File: config.mk
export PLATFORM = sky130hd
export DESIGN_NAME = rivp_top
export DESIGN_NICKNAME = d
export VERILOG_FILES = /design/src/rivp_pkg.sv /design/src/rivp_sync.sv /design/src/rivp_prio.sv /design/src/rivp_top.sv
export SDC_FILE = /design/constraint.sdc
export NUM_CORES = 1
export LEC_CHECK = 0
export BUFFER_PORTS_ARGS = -buffer_cell sky130_fd_sc_hd__buf_2
export CELL_PAD_IN_SITES_DETAIL_PLACEMENT = 1
export CELL_PAD_IN_SITES_GLOBAL_PLACEMENT = 2
export CORE_MARGIN = 4
export CORE_UTILIZATION = 29
export DETAILED_ROUTE_END_ITERATION = 6
export GPL_TIMING_DRIVEN = 0
export PLACE_DENSITY = 0.9
export SLEW_MARGIN = 5
export SYNTH_ARGS = -nofsm -noshare
export SYNTH_HDL_FRONTEND = slang
export SYNTH_SLANG_ARGS = --single-unit
File: constraint.sdc
create_clock -name clk -period 5.3 [get_ports clk]
set_input_delay 0 -clock clk [delete_from_list [all_inputs] [get_ports clk]]
set_output_delay 0 -clock clk [all_outputs]
set_load 0.02 [all_outputs]
File: src/rivp_pkg.sv
// Purpose: shared constants and types for the reset and interrupt vector placement block
// Assumes: word-addressed program memory, one word per vector slot
// Notes:   slot offsets are relative to the active vector base
package rivp_pkg;

   // program address width and default boot section start
   localparam int unsigned ADDR_W       = 12;
   localparam logic [11:0] BOOT_START   = 12'hc00;
   localparam int unsigned NUM_SRC      = 18;

   // reset slot and first interrupt slot offsets
   localparam logic [11:0] RESET_OFFSET = 12'h000;
   localparam logic [11:0] FIRST_OFFSET = 12'h001;

   // per-source offsets, index 0 is external request zero
   localparam logic [11:0] OFS_EXT0     = 12'h001;
   localparam logic [11:0] OFS_EXT1     = 12'h002;
   localparam logic [11:0] OFS_T2_CMP   = 12'h003;
   localparam logic [11:0] OFS_T2_OVF   = 12'h004;
   localparam logic [11:0] OFS_T1_CAP   = 12'h005;
   localparam logic [11:0] OFS_T1_CMPA  = 12'h006;
   localparam logic [11:0] OFS_T1_CMPB  = 12'h007;
   localparam logic [11:0] OFS_T1_OVF   = 12'h008;
   localparam logic [11:0] OFS_T0_OVF   = 12'h009;
   localparam logic [11:0] OFS_SER_DONE = 12'h00a;
   localparam logic [11:0] OFS_RX_DONE  = 12'h00b;
   localparam logic [11:0] OFS_TX_EMPTY = 12'h00c;
   localparam logic [11:0] OFS_TX_DONE  = 12'h00d;
   localparam logic [11:0] OFS_CONV     = 12'h00e;
   localparam logic [11:0] OFS_NV_RDY   = 12'h00f;
   localparam logic [11:0] OFS_COMP     = 12'h010;
   localparam logic [11:0] OFS_TWO_WIRE = 12'h011;
   localparam logic [11:0] OFS_PS_RDY   = 12'h012;

   // fuse encoding: programmed reads as zero
   localparam logic        FUSE_PROGRAMMED = 1'b0;

   // change window length in cycles and counter reset value
   localparam logic [2:0]  CHANGE_WINDOW = 3'h4;
   localparam logic [2:0]  CNT_RESET     = 3'h0;

   // reset values of control bits
   localparam logic        SELECT_RESET  = 1'b0;
   localparam logic        CHANGE_RESET  = 1'b0;

   // change sequence state, gray coded along idle -> armed -> hold
   typedef enum logic [1:0] {
      RIVP_IDLE  = 2'b00,
      RIVP_ARMED = 2'b01,
      RIVP_HOLD  = 2'b11
   } rivp_seq_t;

endpackage : rivp_pkg

File: src/rivp_sync.sv
// Purpose: two-flop synchroniser for a level coming from outside the clock domain
// Assumes: input may change at any time
// Notes:   first stage feeds only the second stage
`timescale 1ns/1ps
module rivp_sync (
   input  wire logic clk,
   input  wire logic rst,
   input  wire logic ce,
   input  wire logic async_in,
   output logic      sync_out
);

   typedef struct packed {
      logic meta;
      logic stable;
   } rivp_sync_t;

   rivp_sync_t st;
   rivp_sync_t next_st;

   // shift the level through two stages
   always_comb begin
      next_st        = st;
      if (ce) begin
         next_st.meta   = async_in;
         next_st.stable = st.meta;
      end
   end

   always_ff @(posedge clk) begin
      if (rst) begin
         st <= '0;
      end else begin
         st <= next_st;
      end
   end

   assign sync_out = st.stable;

endmodule : rivp_sync

File: src/rivp_prio.sv
// Purpose: lowest-slot-first selection among accepted pending sources
// Assumes: bit 0 is the lowest slot
// Notes:   purely combinational
`timescale 1ns/1ps
module rivp_prio #(
   parameter int unsigned N = 18
) (
   input  wire logic [N-1:0] pending,
   output logic              any,
   output logic [4:0]        index
);

   logic [N:0]   found;
   logic [4:0]   pick [N:0];

   assign found[0] = 1'b0;
   assign pick[0]  = 5'h00;

   // scan from the top down so the lowest set bit wins
   genvar g;
   generate
      for (g = 0; g < N; g++) begin : g_scan
         assign found[g+1] = found[g] | pending[N-1-g];
         assign pick[g+1]  = pending[N-1-g] ? 5'(N-1-g) : pick[g];
      end
   endgenerate

   assign any   = found[N];
   assign index = pick[N];

endmodule : rivp_prio

File: src/rivp_top.sv
// Purpose: produce reset and interrupt vector addresses for the core program counter
// Assumes: core gives a write strobe with the two control bits, and an ack per taken vector
// Notes:   interrupt arbitration beyond lowest-slot-first is outside this block
//
// Overview of operation
// any reset cause sends the program counter to the reset slot.
// external requests zero and one use offsets 0x001 and 0x002.
// timer events use offsets 0x003 through 0x009 in documented order.
// serial done 0x00a; uart receive, empty, transmit 0x00b to 0x00d.
// converter, nonvolatile, comparator, two-wire, program-store use 0x00e to 0x012.
// programmed boot fuse moves reset entry to boot section start.
// select bit set adds boot start to every interrupt offset.
// fuse sets reset address only; select bit sets interrupt base only.
// vector slots are plain memory; vectors fetched only on accepted interrupt.
// reset entry and interrupt table placement are independent.
// select changes only if written with change enable zero within four cycles.
// change enable clears four cycles after set or on select write.
// acceptance blocked from change enable set until after next instruction.
// simultaneous pending sources vector to the lowest slot first.
// each slot is one word, consecutive sources at consecutive addresses.
`timescale 1ns/1ps
module rivp_top #(
   parameter logic [11:0] BOOT_ADDR = rivp_pkg::BOOT_START
) (
   input  wire logic                           clk,
   input  wire logic                           rst,
   input  wire logic                           ce,
   input  wire logic                           reset_pin_n,
   input  wire logic                           power_on_reset,
   input  wire logic                           brown_out_reset,
   input  wire logic                           watchdog_reset,
   input  wire logic                           boot_reset_select_fuse,
   input  wire logic                           ctrl_write,
   input  wire logic                           ctrl_vector_table_select,
   input  wire logic                           ctrl_vector_change_enable,
   input  wire logic                           instr_done,
   input  wire logic [rivp_pkg::NUM_SRC-1:0]   irq_pending,
   input  wire logic                           irq_global_enable,
   input  wire logic                           vector_ack,
   output logic                                reset_load,
   output logic [rivp_pkg::ADDR_W-1:0]         reset_address,
   output logic                                vector_valid,
   output logic [rivp_pkg::ADDR_W-1:0]         vector_address,
   output logic [4:0]                          vector_source,
   output logic                                vector_table_select,
   output logic                                vector_change_enable,
   output logic                                irq_blocked
);

   // all state of the block except the pin synchroniser stages
   typedef struct packed {
      logic                        in_reset;
      logic                        reset_load;
      logic [11:0]                 reset_address;
      logic                        fuse;
      logic                        select;
      logic                        change;
      logic [2:0]                  cnt;
      rivp_pkg::rivp_seq_t         seq;
      logic                        blocked;
      logic                        vector_valid;
      logic [11:0]                 vector_address;
      logic [4:0]                  vector_source;
   } rivp_state_t;

   rivp_state_t st;
   rivp_state_t next_st;

   logic        pin_sync_n;
   logic        any_pending;
   logic [4:0]  pick;
   logic [11:0] offset_tab [rivp_pkg::NUM_SRC];
   logic        reset_cause;

   // external reset pin crosses into the clock domain
   rivp_sync u_pin_sync (
      .clk      (clk),
      .rst      (rst),
      .ce       (ce),
      .async_in (reset_pin_n),
      .sync_out (pin_sync_n)
   );

   // lowest slot first among accepted sources
   rivp_prio #(
      .N (rivp_pkg::NUM_SRC)
   ) u_prio (
      .pending (irq_pending),
      .any     (any_pending),
      .index   (pick)
   );

   // slot offset table, one word per slot
   assign offset_tab[0]  = rivp_pkg::OFS_EXT0;
   assign offset_tab[1]  = rivp_pkg::OFS_EXT1;
   assign offset_tab[2]  = rivp_pkg::OFS_T2_CMP;
   assign offset_tab[3]  = rivp_pkg::OFS_T2_OVF;
   assign offset_tab[4]  = rivp_pkg::OFS_T1_CAP;
   assign offset_tab[5]  = rivp_pkg::OFS_T1_CMPA;
   assign offset_tab[6]  = rivp_pkg::OFS_T1_CMPB;
   assign offset_tab[7]  = rivp_pkg::OFS_T1_OVF;
   assign offset_tab[8]  = rivp_pkg::OFS_T0_OVF;
   assign offset_tab[9]  = rivp_pkg::OFS_SER_DONE;
   assign offset_tab[10] = rivp_pkg::OFS_RX_DONE;
   assign offset_tab[11] = rivp_pkg::OFS_TX_EMPTY;
   assign offset_tab[12] = rivp_pkg::OFS_TX_DONE;
   assign offset_tab[13] = rivp_pkg::OFS_CONV;
   assign offset_tab[14] = rivp_pkg::OFS_NV_RDY;
   assign offset_tab[15] = rivp_pkg::OFS_COMP;
   assign offset_tab[16] = rivp_pkg::OFS_TWO_WIRE;
   assign offset_tab[17] = rivp_pkg::OFS_PS_RDY;

   // every reset cause funnels into one
   assign reset_cause = ~pin_sync_n | power_on_reset | brown_out_reset | watchdog_reset;

   // next state
   always_comb begin
      next_st              = st;
      if (ce) begin
         // load pulse lasts one enabled cycle; a frozen clock holds it
         next_st.reset_load = 1'b0;
         if (reset_cause) begin
            // hold control at defaults while any cause is active
            next_st.in_reset      = 1'b1;
            next_st.select        = rivp_pkg::SELECT_RESET;
            next_st.change        = rivp_pkg::CHANGE_RESET;
            next_st.cnt           = rivp_pkg::CNT_RESET;
            next_st.seq           = rivp_pkg::RIVP_IDLE;
            next_st.blocked       = 1'b0;
            next_st.vector_valid  = 1'b0;
         end else if (st.in_reset) begin
            // on release, load the reset entry chosen by the fuse alone
            next_st.in_reset      = 1'b0;
            next_st.reset_load    = 1'b1;
            next_st.fuse          = boot_reset_select_fuse;
            next_st.reset_address = (boot_reset_select_fuse == rivp_pkg::FUSE_PROGRAMMED)
                                    ? BOOT_ADDR : rivp_pkg::RESET_OFFSET;
         end else begin
            // timed change sequence for the select bit
            case (st.seq)
               rivp_pkg::RIVP_IDLE: begin
                  if (ctrl_write && ctrl_vector_change_enable) begin
                     next_st.change  = 1'b1;
                     next_st.blocked = 1'b1;
                     next_st.cnt     = rivp_pkg::CHANGE_WINDOW;
                     next_st.seq     = rivp_pkg::RIVP_ARMED;
                  end
               end
               rivp_pkg::RIVP_ARMED: begin
                  if (ctrl_write && !ctrl_vector_change_enable) begin
                     next_st.select = ctrl_vector_table_select;
                     next_st.change = 1'b0;
                     next_st.cnt    = rivp_pkg::CNT_RESET;
                     next_st.seq    = rivp_pkg::RIVP_HOLD;
                  end else if (st.cnt == 3'h1) begin
                     next_st.change  = 1'b0;
                     next_st.blocked = 1'b0;
                     next_st.cnt     = rivp_pkg::CNT_RESET;
                     next_st.seq     = rivp_pkg::RIVP_IDLE;
                  end else begin
                     next_st.cnt = st.cnt - 3'h1;
                  end
               end
               rivp_pkg::RIVP_HOLD: begin
                  // keep blocking until the instruction after the write ends
                  if (instr_done) begin
                     next_st.blocked = 1'b0;
                     next_st.seq     = rivp_pkg::RIVP_IDLE;
                  end
               end
               default: begin
                  next_st.seq     = rivp_pkg::RIVP_IDLE;
                  next_st.change  = 1'b0;
                  next_st.blocked = 1'b0;
               end
            endcase

            // vector request: only accepted interrupts fetch from the table
            if (st.vector_valid) begin
               if (vector_ack) begin
                  next_st.vector_valid = 1'b0;
               end
            end else if (any_pending && irq_global_enable && !st.blocked) begin
               next_st.vector_valid   = 1'b1;
               next_st.vector_source  = pick;
               next_st.vector_address = st.select
                                        ? 12'(BOOT_ADDR + offset_tab[pick])
                                        : offset_tab[pick];
            end
         end
      end
   end

   always_ff @(posedge clk) begin
      if (rst) begin
         st               <= '0;
         st.in_reset      <= 1'b1;
         st.fuse          <= 1'b1;
         st.reset_address <= rivp_pkg::RESET_OFFSET;
         st.seq           <= rivp_pkg::RIVP_IDLE;
      end else begin
         st <= next_st;
      end
   end

   assign reset_load           = st.reset_load;
   assign reset_address        = st.reset_address;
   assign vector_valid         = st.vector_valid;
   assign vector_address       = st.vector_address;
   assign vector_source        = st.vector_source;
   assign vector_table_select  = st.select;
   assign vector_change_enable = st.change;
   assign irq_blocked          = st.blocked;

endmodule : rivp_top

==> impl_metrics.yaml, run 1 <==
layout:
  layout.cells.non_filler: 353
  area_delta_synth_final_pct: 27.7
  mostFrequentLayoutCell: "buf_2"
  nFillCells: 717
  final_util: 0.387
  stdcell_area_sq_um: 2150
  layout.cells.most_common_list: "50 x buf_2, 29 x buf_4, 26 x nor2_1"
  nets: 318
  drive_gt1_frac: 0.327
  n_antenna_cell: 0
clock_tree:
  clk_latency_ps: 270
  root_buffer: "clkbuf_8"
  cts_buffer_depth: 2
  h-tree-depth: 1
  cts_tree: "built"
  post_cts_buffers: 0
  numClockSinks: 25
  clk_pin_slew_ps: 90
  numCtsBuffers: 3
  cts_resized: 0
placed_design:
  post-place-cells: 346
  dpl_cell_area_sq_um: 2080
  gp_congestion: 0.859
  port_buffers: 50
  dpl.hpwl_um: 3830
global_route:
  antenna_found_initial: 0
  grt_usage: 0.132
  grt-ovfl-total: 0
  grt_pass1_wl_um: 7850
  grt_pass1_vias: 1717
  grt_max_degree: 14
synthesis:
  ys_ff_latch: 25
  ys_types: 47
  syn-cell-area_sq_um: 1690
  synth.area.top_cells: "dfxtp_1 30%, buf_4 13%, nor2_1 5.8%, a21oi_1 3.6%, nand2_1 3.1%"
  ys_warn_count: 0
  synth_edf_count: 0
  syn_area_per_cell_sq_um: 8.03
  yosys.area.top_type: "dfxtp_1"
  synth-async-reset-ratio: 0
  synth_flop_cell: "dfxtp_1"
  syn_inst: 210
  netlist.area_leader.share: 0.297
  ys_seq_area_frac: 0.297
timing:
  fin_tns_setup_ps: 0
  finalSetupViolations: 0
  maxSlewViolCount: 0
  slew_headroom: 0.196
  worstMarginPinSlew_ps: 1190
  grt_setup_unrepaired: "no"
  max_freq_mhz: 403
  hold_viol_final: 0
  fin_crit_sh: 0.468
  skew_ps: 1.41
  min_period_ps: 2480
setup_path:
  crit_required_ps: 5440
  start_kind: "flip-flop"
  crit_type: "reg -> reg"
  critical-path-max-stage-delay_ps: 960
  path_cells: "nor4b_1, o21ai_0, o21ai_1, mux2i_1, nor2_1"
  cp_slowest_cell: "nor4b_1"
  end_kind: "flip-flop"
  crit_fanout: 6
  arrival_ps: 2620
route:
  ant_nets: 0
  drtIter0Drc: 75
  drt-total-wl_um: 4680
  dr.pass1.iters: 4
  vias: 1663
  drc_errors: 0
  wl_per_cell_um: 13.3
  vias_per_cell: 4.71
floorplanning:
  num_rows: 27
  die_area_sq_um: 7100
  die_w_um: 84.3
  chipHeight_um: 84.3
  ioPinCount: 66
  coreArea_sq_um: 5570
  initial_core_util: 0.303
run_status:
  status: "finished clean"
run:
  cap_violations: 0
hold_path:
  hold_class: "in -> reg"
power_and_ir_drop:
  p_per_area_nw_per_um2: 170
  finalPower_uw: 366
  p_leak_nw: 0.966
  max-vdd-ir-drop_uv: 88.4
-- registers in the layout (all words and copies together) (netlist names) --
register and cells:
irq_blocked 1, reset_address 1, reset_load 1, st 6
u_pin_sync.st 1, u_pin_sync.sync_out 1, vector_address 6, vector_change_enable 1
vector_source 5, vector_table_select 1, vector_valid 1
-- cells in the mapped netlist, drive strengths merged, types with 3 or more instances --
cell type   n
buf        31
nand2b      4
nor2       26
a31oi       3
ha          4
clkbuf      5
inv        11
nor4b       3
nand3       3
o21ai       9
nand2      14
o32ai       3
a211oi      4
dfxtp      25
mux2i       5
nor4        4
or4         7
or3         4
a21oi      12
o31ai       3
nor2b       4
nor3        3
-- where the power goes --
part           total (mW)  switching [mW]  internal, mW
logic              0.0634          0.0369        0.0265
clock network       0.113          0.0596        0.0538
registers           0.189        0.000509         0.188
total               0.366          0.0971         0.269
-- logic make-up (layout without fill, tap and decap cells) --
group / after synthesis / count (layout) / synth area share
mux: 5 / 5 / 0.0297
other cells: 1 / 15 / 0.00222
flops: 25 / 25 / 0.297
buf+inv: 47 / 104 / 0.178
fa+ha+maj: 4 / 4 / 0.0297
compound gates: 49 / 49 / 0.206
simple gates: 79 / 79 / 0.257
-- stage by stage --
stage | hold slack (ps) | setup WS (ps)
global route | 48.7 | 2570
detailed placement | 198 | 2890
floorplan | 95.6 | 3390
global placement | 189 | 2880
CTS | 19.4 | 2850
finish | 19.9 | 2820
-- cell type report --
type / count / area [sq um] / share of cell area
repair buffers: 53 / 280 / 0.130
inverters: 11 / 41.3 / 0.0192
plain buffers: 36 / 259 / 0.120
multi-input cells: 152 / 938 / 0.436
clock buffers: 4 / 45.0 / 0.0209
flip-flops and latches: 25 / 500 / 0.232
well taps: 72 / 90.1 / 0.0418
-- worst max-delay path: cells and delay by family, from the launching register on --
family | cells | cell delay (ps)
simple gates | 2 | 1020
mux | 1 | 260
flops | 1 | 350
compound gates | 2 | 730
-- per-layer routing --
| metal | vias to the layer above | wire length, um | GRT usage |
|---|---|---|---|
| met5 | - | 0 | 0 |
| met4 | 0 | 42 | 0.0307 |
| met3 | 4 | 196 | 0.0177 |
| met2 | 38 | 2240 | 0.217 |
| met1 | 768 | 2200 | 0.182 |
| li1 | 853 | - | - |
-- timing repair --
item                                    CTS  global route
hold buffers                              3             0
hold endpoints to repair                  3             0
endpoints found under the setup margin    0             0
-- worst paths after layout --
kind | start | endpoint | slack [ps] | cells past startpoint
worst min-delay path | ctrl_vector_table_select | vector_table_select$_SDFFE_PP0P_ | 20 | 3
worst max register to register | u_pin_sync.sync_out$_SDFFE_PP0P_ | st[20]$_SDFFE_PP0P_ | 2820 | 5
worst max-delay path | u_pin_sync.sync_out$_SDFFE_PP0P_ | st[20]$_SDFFE_PP0P_ | 2820 | 5
worst min register to register | st[22]$_SDFFE_PP0P_ | st[22]$_SDFFE_PP0P_ | 460 | 2
Power figures use the tool's default switching activity.
==> inputs of run 2 (changes only) <==
- ABC_AREA: not set -> 1
- CORE_UTILIZATION: 29 -> 22
- PLACE_DENSITY: 0.9 -> 0.79
- clock period: 5.3 -> 2.13 ns (I/O delays scaled with it)
==> run 2 against run 1 <==
  * Design area increased by 0.93%
  * Core utilization decreased by 8.8 points
  * Register-to-register slack got worse by 2500 ps
  * Setup slack got worse by 2500 ps
  * Non-clock buffer count decreased by 3
  * Combinational power increased to 3.0 times the previous value
  * Sequential share of layout area decreased by 0.21 points
  * Wire length decreased by 8.7%
  * Count of clock-buffer cells in the layout unchanged
  * Die area increased by 27%
  * Clock skew increased by 0.92 ps
  * Cell count increased by 19%
==> impl_metrics.yaml, run 2 <==
run_status:
  status: "finished clean"
synthesis:
  synth_edf_count: 0
  syn-cell-area_sq_um: 1660
  yosysMostFrequentCell: "nand2_1"
  ys_ff_latch: 25
  synth_flop_cell: "dfxtp_1"
  netlist.area_leader.share: 0.302
  ys_types: 32
  yosys.area.top_type: "dfxtp_1"
  synth-async-reset-ratio: 0
  syn_area_per_cell_sq_um: 6.68
  syn_inst: 248
  synth_commonest_cells: "47 x nand2_1, 46 x inv_1, 29 x buf_4"
  ys_seq_area_frac: 0.302
  synth.area.top_cells: "dfxtp_1 30%, buf_4 13%, nand2_1 11%, inv_1 10%, a21oi_1 5.4%"
  ys_warn_count: 0
floorplanning:
  initial_core_util: 0.227
  num_rows: 31
  die_area_sq_um: 8990
  ioPinCount: 66
  die_w_um: 94.8
  coreArea_sq_um: 7290
  chipHeight_um: 94.8
setup_path:
  cp_slowest_cell: "nor4_4"
  critical-path-max-stage-delay_ps: 380
  crit_fanout: 8
  r2r-start: "u_pin_sync.sync_out$_SDFFE_PP0P_"
  cp_num_buf_inv: 4
  path_cells: "inv_1, nor4_4, inv_1, nor2_2, nand4_1, nor3_1, inv_1, o211ai_1, nand2_1, inv_1"
  crit_type: "reg -> reg"
  cpMostUsedCell: "inv_1"
  start_kind: "flip-flop"
  arrival_ps: 2040
  crit_required_ps: 2350
  end_kind: "flip-flop"
  path_delay_family: "simple AND/OR/NAND/NOR gates"
  crit_start: "u_pin_sync.sync_out$_SDFFE_PP0P_"
clock_tree:
  cts_tree: "built"
  h-tree-depth: 1
  numCtsBuffers: 3
  cts_buffer_depth: 2
  clk_latency_ps: 260
  clk_pin_slew_ps: 90
  numClockSinks: 25
  root_buffer: "clkbuf_8"
route:
  drtIter0Drc: 16
  vias_per_cell: 3.92
  drt-total-wl_um: 4270
  wl_per_cell_um: 10.2
  dr.pass1.iters: 4
  vias: 1647
  drc_errors: 0
  ant_nets: 0
hold_path:
  hold_class: "in -> reg"
  hp-start: "ctrl_vector_table_select"
timing:
  fin_crit_sh: 0.856
  min_period_ps: 1820
  worstMarginPinSlew_ps: 534
  fin_tns_setup_ps: 0
  max_freq_mhz: 549
  slew_headroom: 0.644
  maxSlewViolCount: 0
  grt_setup_unrepaired: "no"
  skew_ps: 2.33
  hold_viol_final: 0
  finalSetupViolations: 0
layout:
  layout.cells.most_common_list: "50 x buf_2, 47 x nand2_1, 46 x inv_1"
  n_antenna_cell: 0
  drive_gt1_frac: 0.296
  nets: 358
  stdcell_area_sq_um: 2170
  area_delta_synth_final_pct: 31.2
  mostFrequentLayoutCell: "buf_2"
  nFillCells: 989
placed_design:
  dpl.hpwl_um: 3690
  gp_congestion: 0.771
  port_buffers: 50
  dpl_cell_area_sq_um: 2080
global_route:
  grt_usage: 0.0993
  antenna_found_initial: 0
  grt_pass1_vias: 1654
  grt-ovfl-total: 0
  grt_max_degree: 14
  grt_pass1_wl_um: 7230
run:
  cap_violations: 0
power_and_ir_drop:
  p_per_area_nw_per_um2: 441
  finalPower_uw: 959
  max-vdd-ir-drop_uv: 232
  p_leak_nw: 1.14
run 2: report_power, final:
group	total [mW]	internal (mW)	switching (mW)
Sequential	0.487	0.479	0.00808
Clock	0.282	0.134	0.148
Combinational	0.190	0.0777	0.112
Total	0.959	0.691	0.268
run 2: metal layers:
layer / track usage / up-vias / share of wire
li1: - / 882 / -
met1: 0.116 / 731 / 0.43
met2: 0.183 / 32 / 0.52
met3: 0.0247 / 2 / 0.051
met4: 0.0180 / 0 / 0.0068
met5: 0 / - / 0
run 2: path summary, 6_finish.rpt:
kind,cells after the start,to,slack (ps)
worst max-delay path,10,vector_address[4]$_SDFFE_PP0P_,310
worst min-delay path,3,vector_table_select$_SDFFE_PP0P_,50
worst max register to register,10,vector_address[4]$_SDFFE_PP0P_,310
worst min register to register,2,vector_source[0]$_SDFFE_PP0P_,470
run 2: through the flow:
step	setup slack [ps]	instances	util	hold slack (ps)
2_1_floorplan	529	262	-	78.5
5_1_grt	58.7	420	0.298	39.0
4_1_cts	63.5	418	0.296	41.8
6_report	307	420	0.298	45.6
3_3_place_gp	92.2	411	0.286	176
3_5_place_dp	82.7	411	0.286	181
run 2: cells by family (layout without fill, tap and decap cells):
logic type	count (synthesis)	after routing	share of synthesized area
AOI/OAI and AO/OA	44	44	0.153
other	1	15	0.00226
adders and majority gates	4	4	0.0302
xor gates and xnor gates	1	1	0.00528
buffers and inverters	79	138	0.252
and+or+nand+nor	94	94	0.255
DFF	25	25	0.302
run 2: worst min-delay path: stages:
cell and delay [ps]:
buf_2 100, a21oi_1 120, a211oi_1 50
run 2: layout make-up:
type                            count  area (sq um)  area share
Inverter                           48           181      0.0834
Clock buffer                        4          45.0      0.0207
Sequential cell                    25           500       0.230
Timing Repair Buffer               55           295       0.136
Buffer                             31           236       0.109
Multi-Input combinational cell    158           792       0.364
Tap cell                           99           124      0.0570
run 2: what timing repair did:
action,4_1_cts,5_1_grt
resized for setup,0,0
hold endpoints to repair,3,0
setup buffers,0,2
hold buffers,3,0
setup endpoints to repair,0,3
==> inputs of run 3 (changes only) <==
- GPL_TIMING_DRIVEN: 0 -> not set
- PLACE_DENSITY: 0.79 -> not set
- PLACE_DENSITY_LB_ADDON: not set -> 0.1
==> run 3 against run 2 <==
  * Register-to-register slack improved by 50 ps
  * Critical path depth unchanged
  * Die area unchanged
  * Critical path type unchanged
==> impl_metrics.yaml, run 3 (synthesis results as in run 2) <==
run_status:
  status: "finished clean"
timing:
  fin_crit_sh: 0.834
  grt_setup_unrepaired: "no"
  min_period_ps: 1780
  hold_viol_final: 0
  finalSetupViolations: 0
  skew_ps: 4.62
  maxSlewViolCount: 0
  max_freq_mhz: 563
  final.setup.worst_slack_ps: 353
  fin_tns_setup_ps: 0
clock_tree:
  clk_pin_slew_ps: 100
  numCtsBuffers: 3
  clk_latency_ps: 270
  cts_buffer_depth: 2
  cts_tree: "built"
  numClockSinks: 25
  root_buffer: "clkbuf_8"
  h-tree-depth: 1
global_route:
  antenna_found_initial: 0
  grt-ovfl-total: 0
  grt_max_degree: 15
  grt_pass1_wl_um: 7650
  grt_usage: 0.107
  grt_pass1_vias: 1592
floorplanning:
  die_w_um: 94.8
  num_rows: 31
  coreArea_sq_um: 7290
  ioPinCount: 66
  chipHeight_um: 94.8
  initial_core_util: 0.227
  die_area_sq_um: 8990
setup_path:
  crit_fanout: 5
  crit_required_ps: 2360
  cp_slowest_cell: "nor4_4"
  end_kind: "flip-flop"
  critical-path-max-stage-delay_ps: 340
  reg2reg_slack_ps: 350
  arrival_ps: 2000
  crit_type: "reg -> reg"
  path_cells: "inv_1, nor4_4, inv_1, nor2_2, nand4_1, clkinv_1, nand3_1, o211ai_1, nand2_1, inv_1"
  start_kind: "flip-flop"
  cpMostUsedCell: "inv_1"
layout:
  nFillCells: 980
  n_antenna_cell: 0
  drive_gt1_frac: 0.237
  final_util: 0.267
  mostFrequentLayoutCell: "buf_2"
  stdcell_area_sq_um: 1950
  area_delta_synth_final_pct: 17.6
  nets: 328
  multi_input_area_sq_um: 797
  layout.cells.most_common_list: "50 x buf_2, 47 x nand2_1, 46 x inv_1"
  seqCellArea_sq_um: 500
placed_design:
  port_buffers: 50
  pre_cts_ws_ps: 187
  gp_congestion: 0.693
  dpl_cell_area_sq_um: 1860
  dpl.hpwl_um: 3740
route:
  vias: 1573
  ant_nets: 0
  dr.pass1.iters: 4
  drt-total-wl_um: 4500
  wl_per_cell_um: 11.5
  drc_errors: 0
  drtIter0Drc: 32
  vias_per_cell: 4.03
power_and_ir_drop:
  max-vdd-ir-drop_uv: 217
  finalPower_uw: 946
  p_per_area_nw_per_um2: 485
  p_leak_nw: 0.983
hold_path:
  hold_class: "in -> reg"
run:
  cap_violations: 0
-- run 3: layout make-up --
| class | count | area share |
|---|---|---|
| Tap cell | 99 | 0.0635 |
| Inverter | 48 | 0.0931 |
| Sequential cell | 25 | 0.257 |
| Multi-Input combinational cell | 158 | 0.409 |
| Clock inverter | 1 | 0.00257 |
| Clock buffer | 3 | 0.0212 |
| Timing Repair Buffer | 56 | 0.154 |
-- run 3: power breakdown --
group          leakage [nW]  switching [mW]  internal (mW)
registers             0.203         0.00759          0.479
clock network        0.0255           0.163          0.131
logic                 0.754           0.110         0.0552
total                 0.983           0.280          0.666
-- run 3: worst max-delay path: cells and delay by family (launching register included) --
family / cells / cell delay [ps]
compound gates: 1 / 200
simple gates: 5 / 890
flops: 1 / 320
buf+inv: 4 / 330
-- run 3: worst paths after layout --
check,startpoint,to,cells past startpoint
worst max-delay path,u_pin_sync.sync_out$_SDFFE_PP0P_,vector_address[4]$_SDFFE_PP0P_,10
worst min-delay path,ctrl_vector_table_select,vector_table_select$_SDFFE_PP0P_,3
worst max register to register,u_pin_sync.sync_out$_SDFFE_PP0P_,vector_address[4]$_SDFFE_PP0P_,10
worst min register to register,vector_source[0]$_SDFFE_PP0P_,vector_source[0]$_SDFFE_PP0P_,2
-- run 3: through the flow --
step                hold slack [ps]  std cells
global placement                178        381
CTS                            38.0        387
floorplan                      78.5        262
detailed placement              184        381
finish                         37.9        390
global route                   58.7        390
-- run 3: per-layer routing --
layer | global-route usage | wire length, um
met5 | 0 | 0
met4 | 0.0144 | 23
met3 | 0.0271 | 203
met2 | 0.180 | 2150
met1 | 0.140 | 2110
-- run 3: repair_timing --
| item | CTS | global route |
|---|---|---|
| resized for setup | 0 | 1 |
| hold buffers | 2 | 0 |
| endpoints found under the hold margin | 2 | 0 |
| buffers inserted | 0 | 3 |
| endpoints found under the setup margin | 0 | 1 |
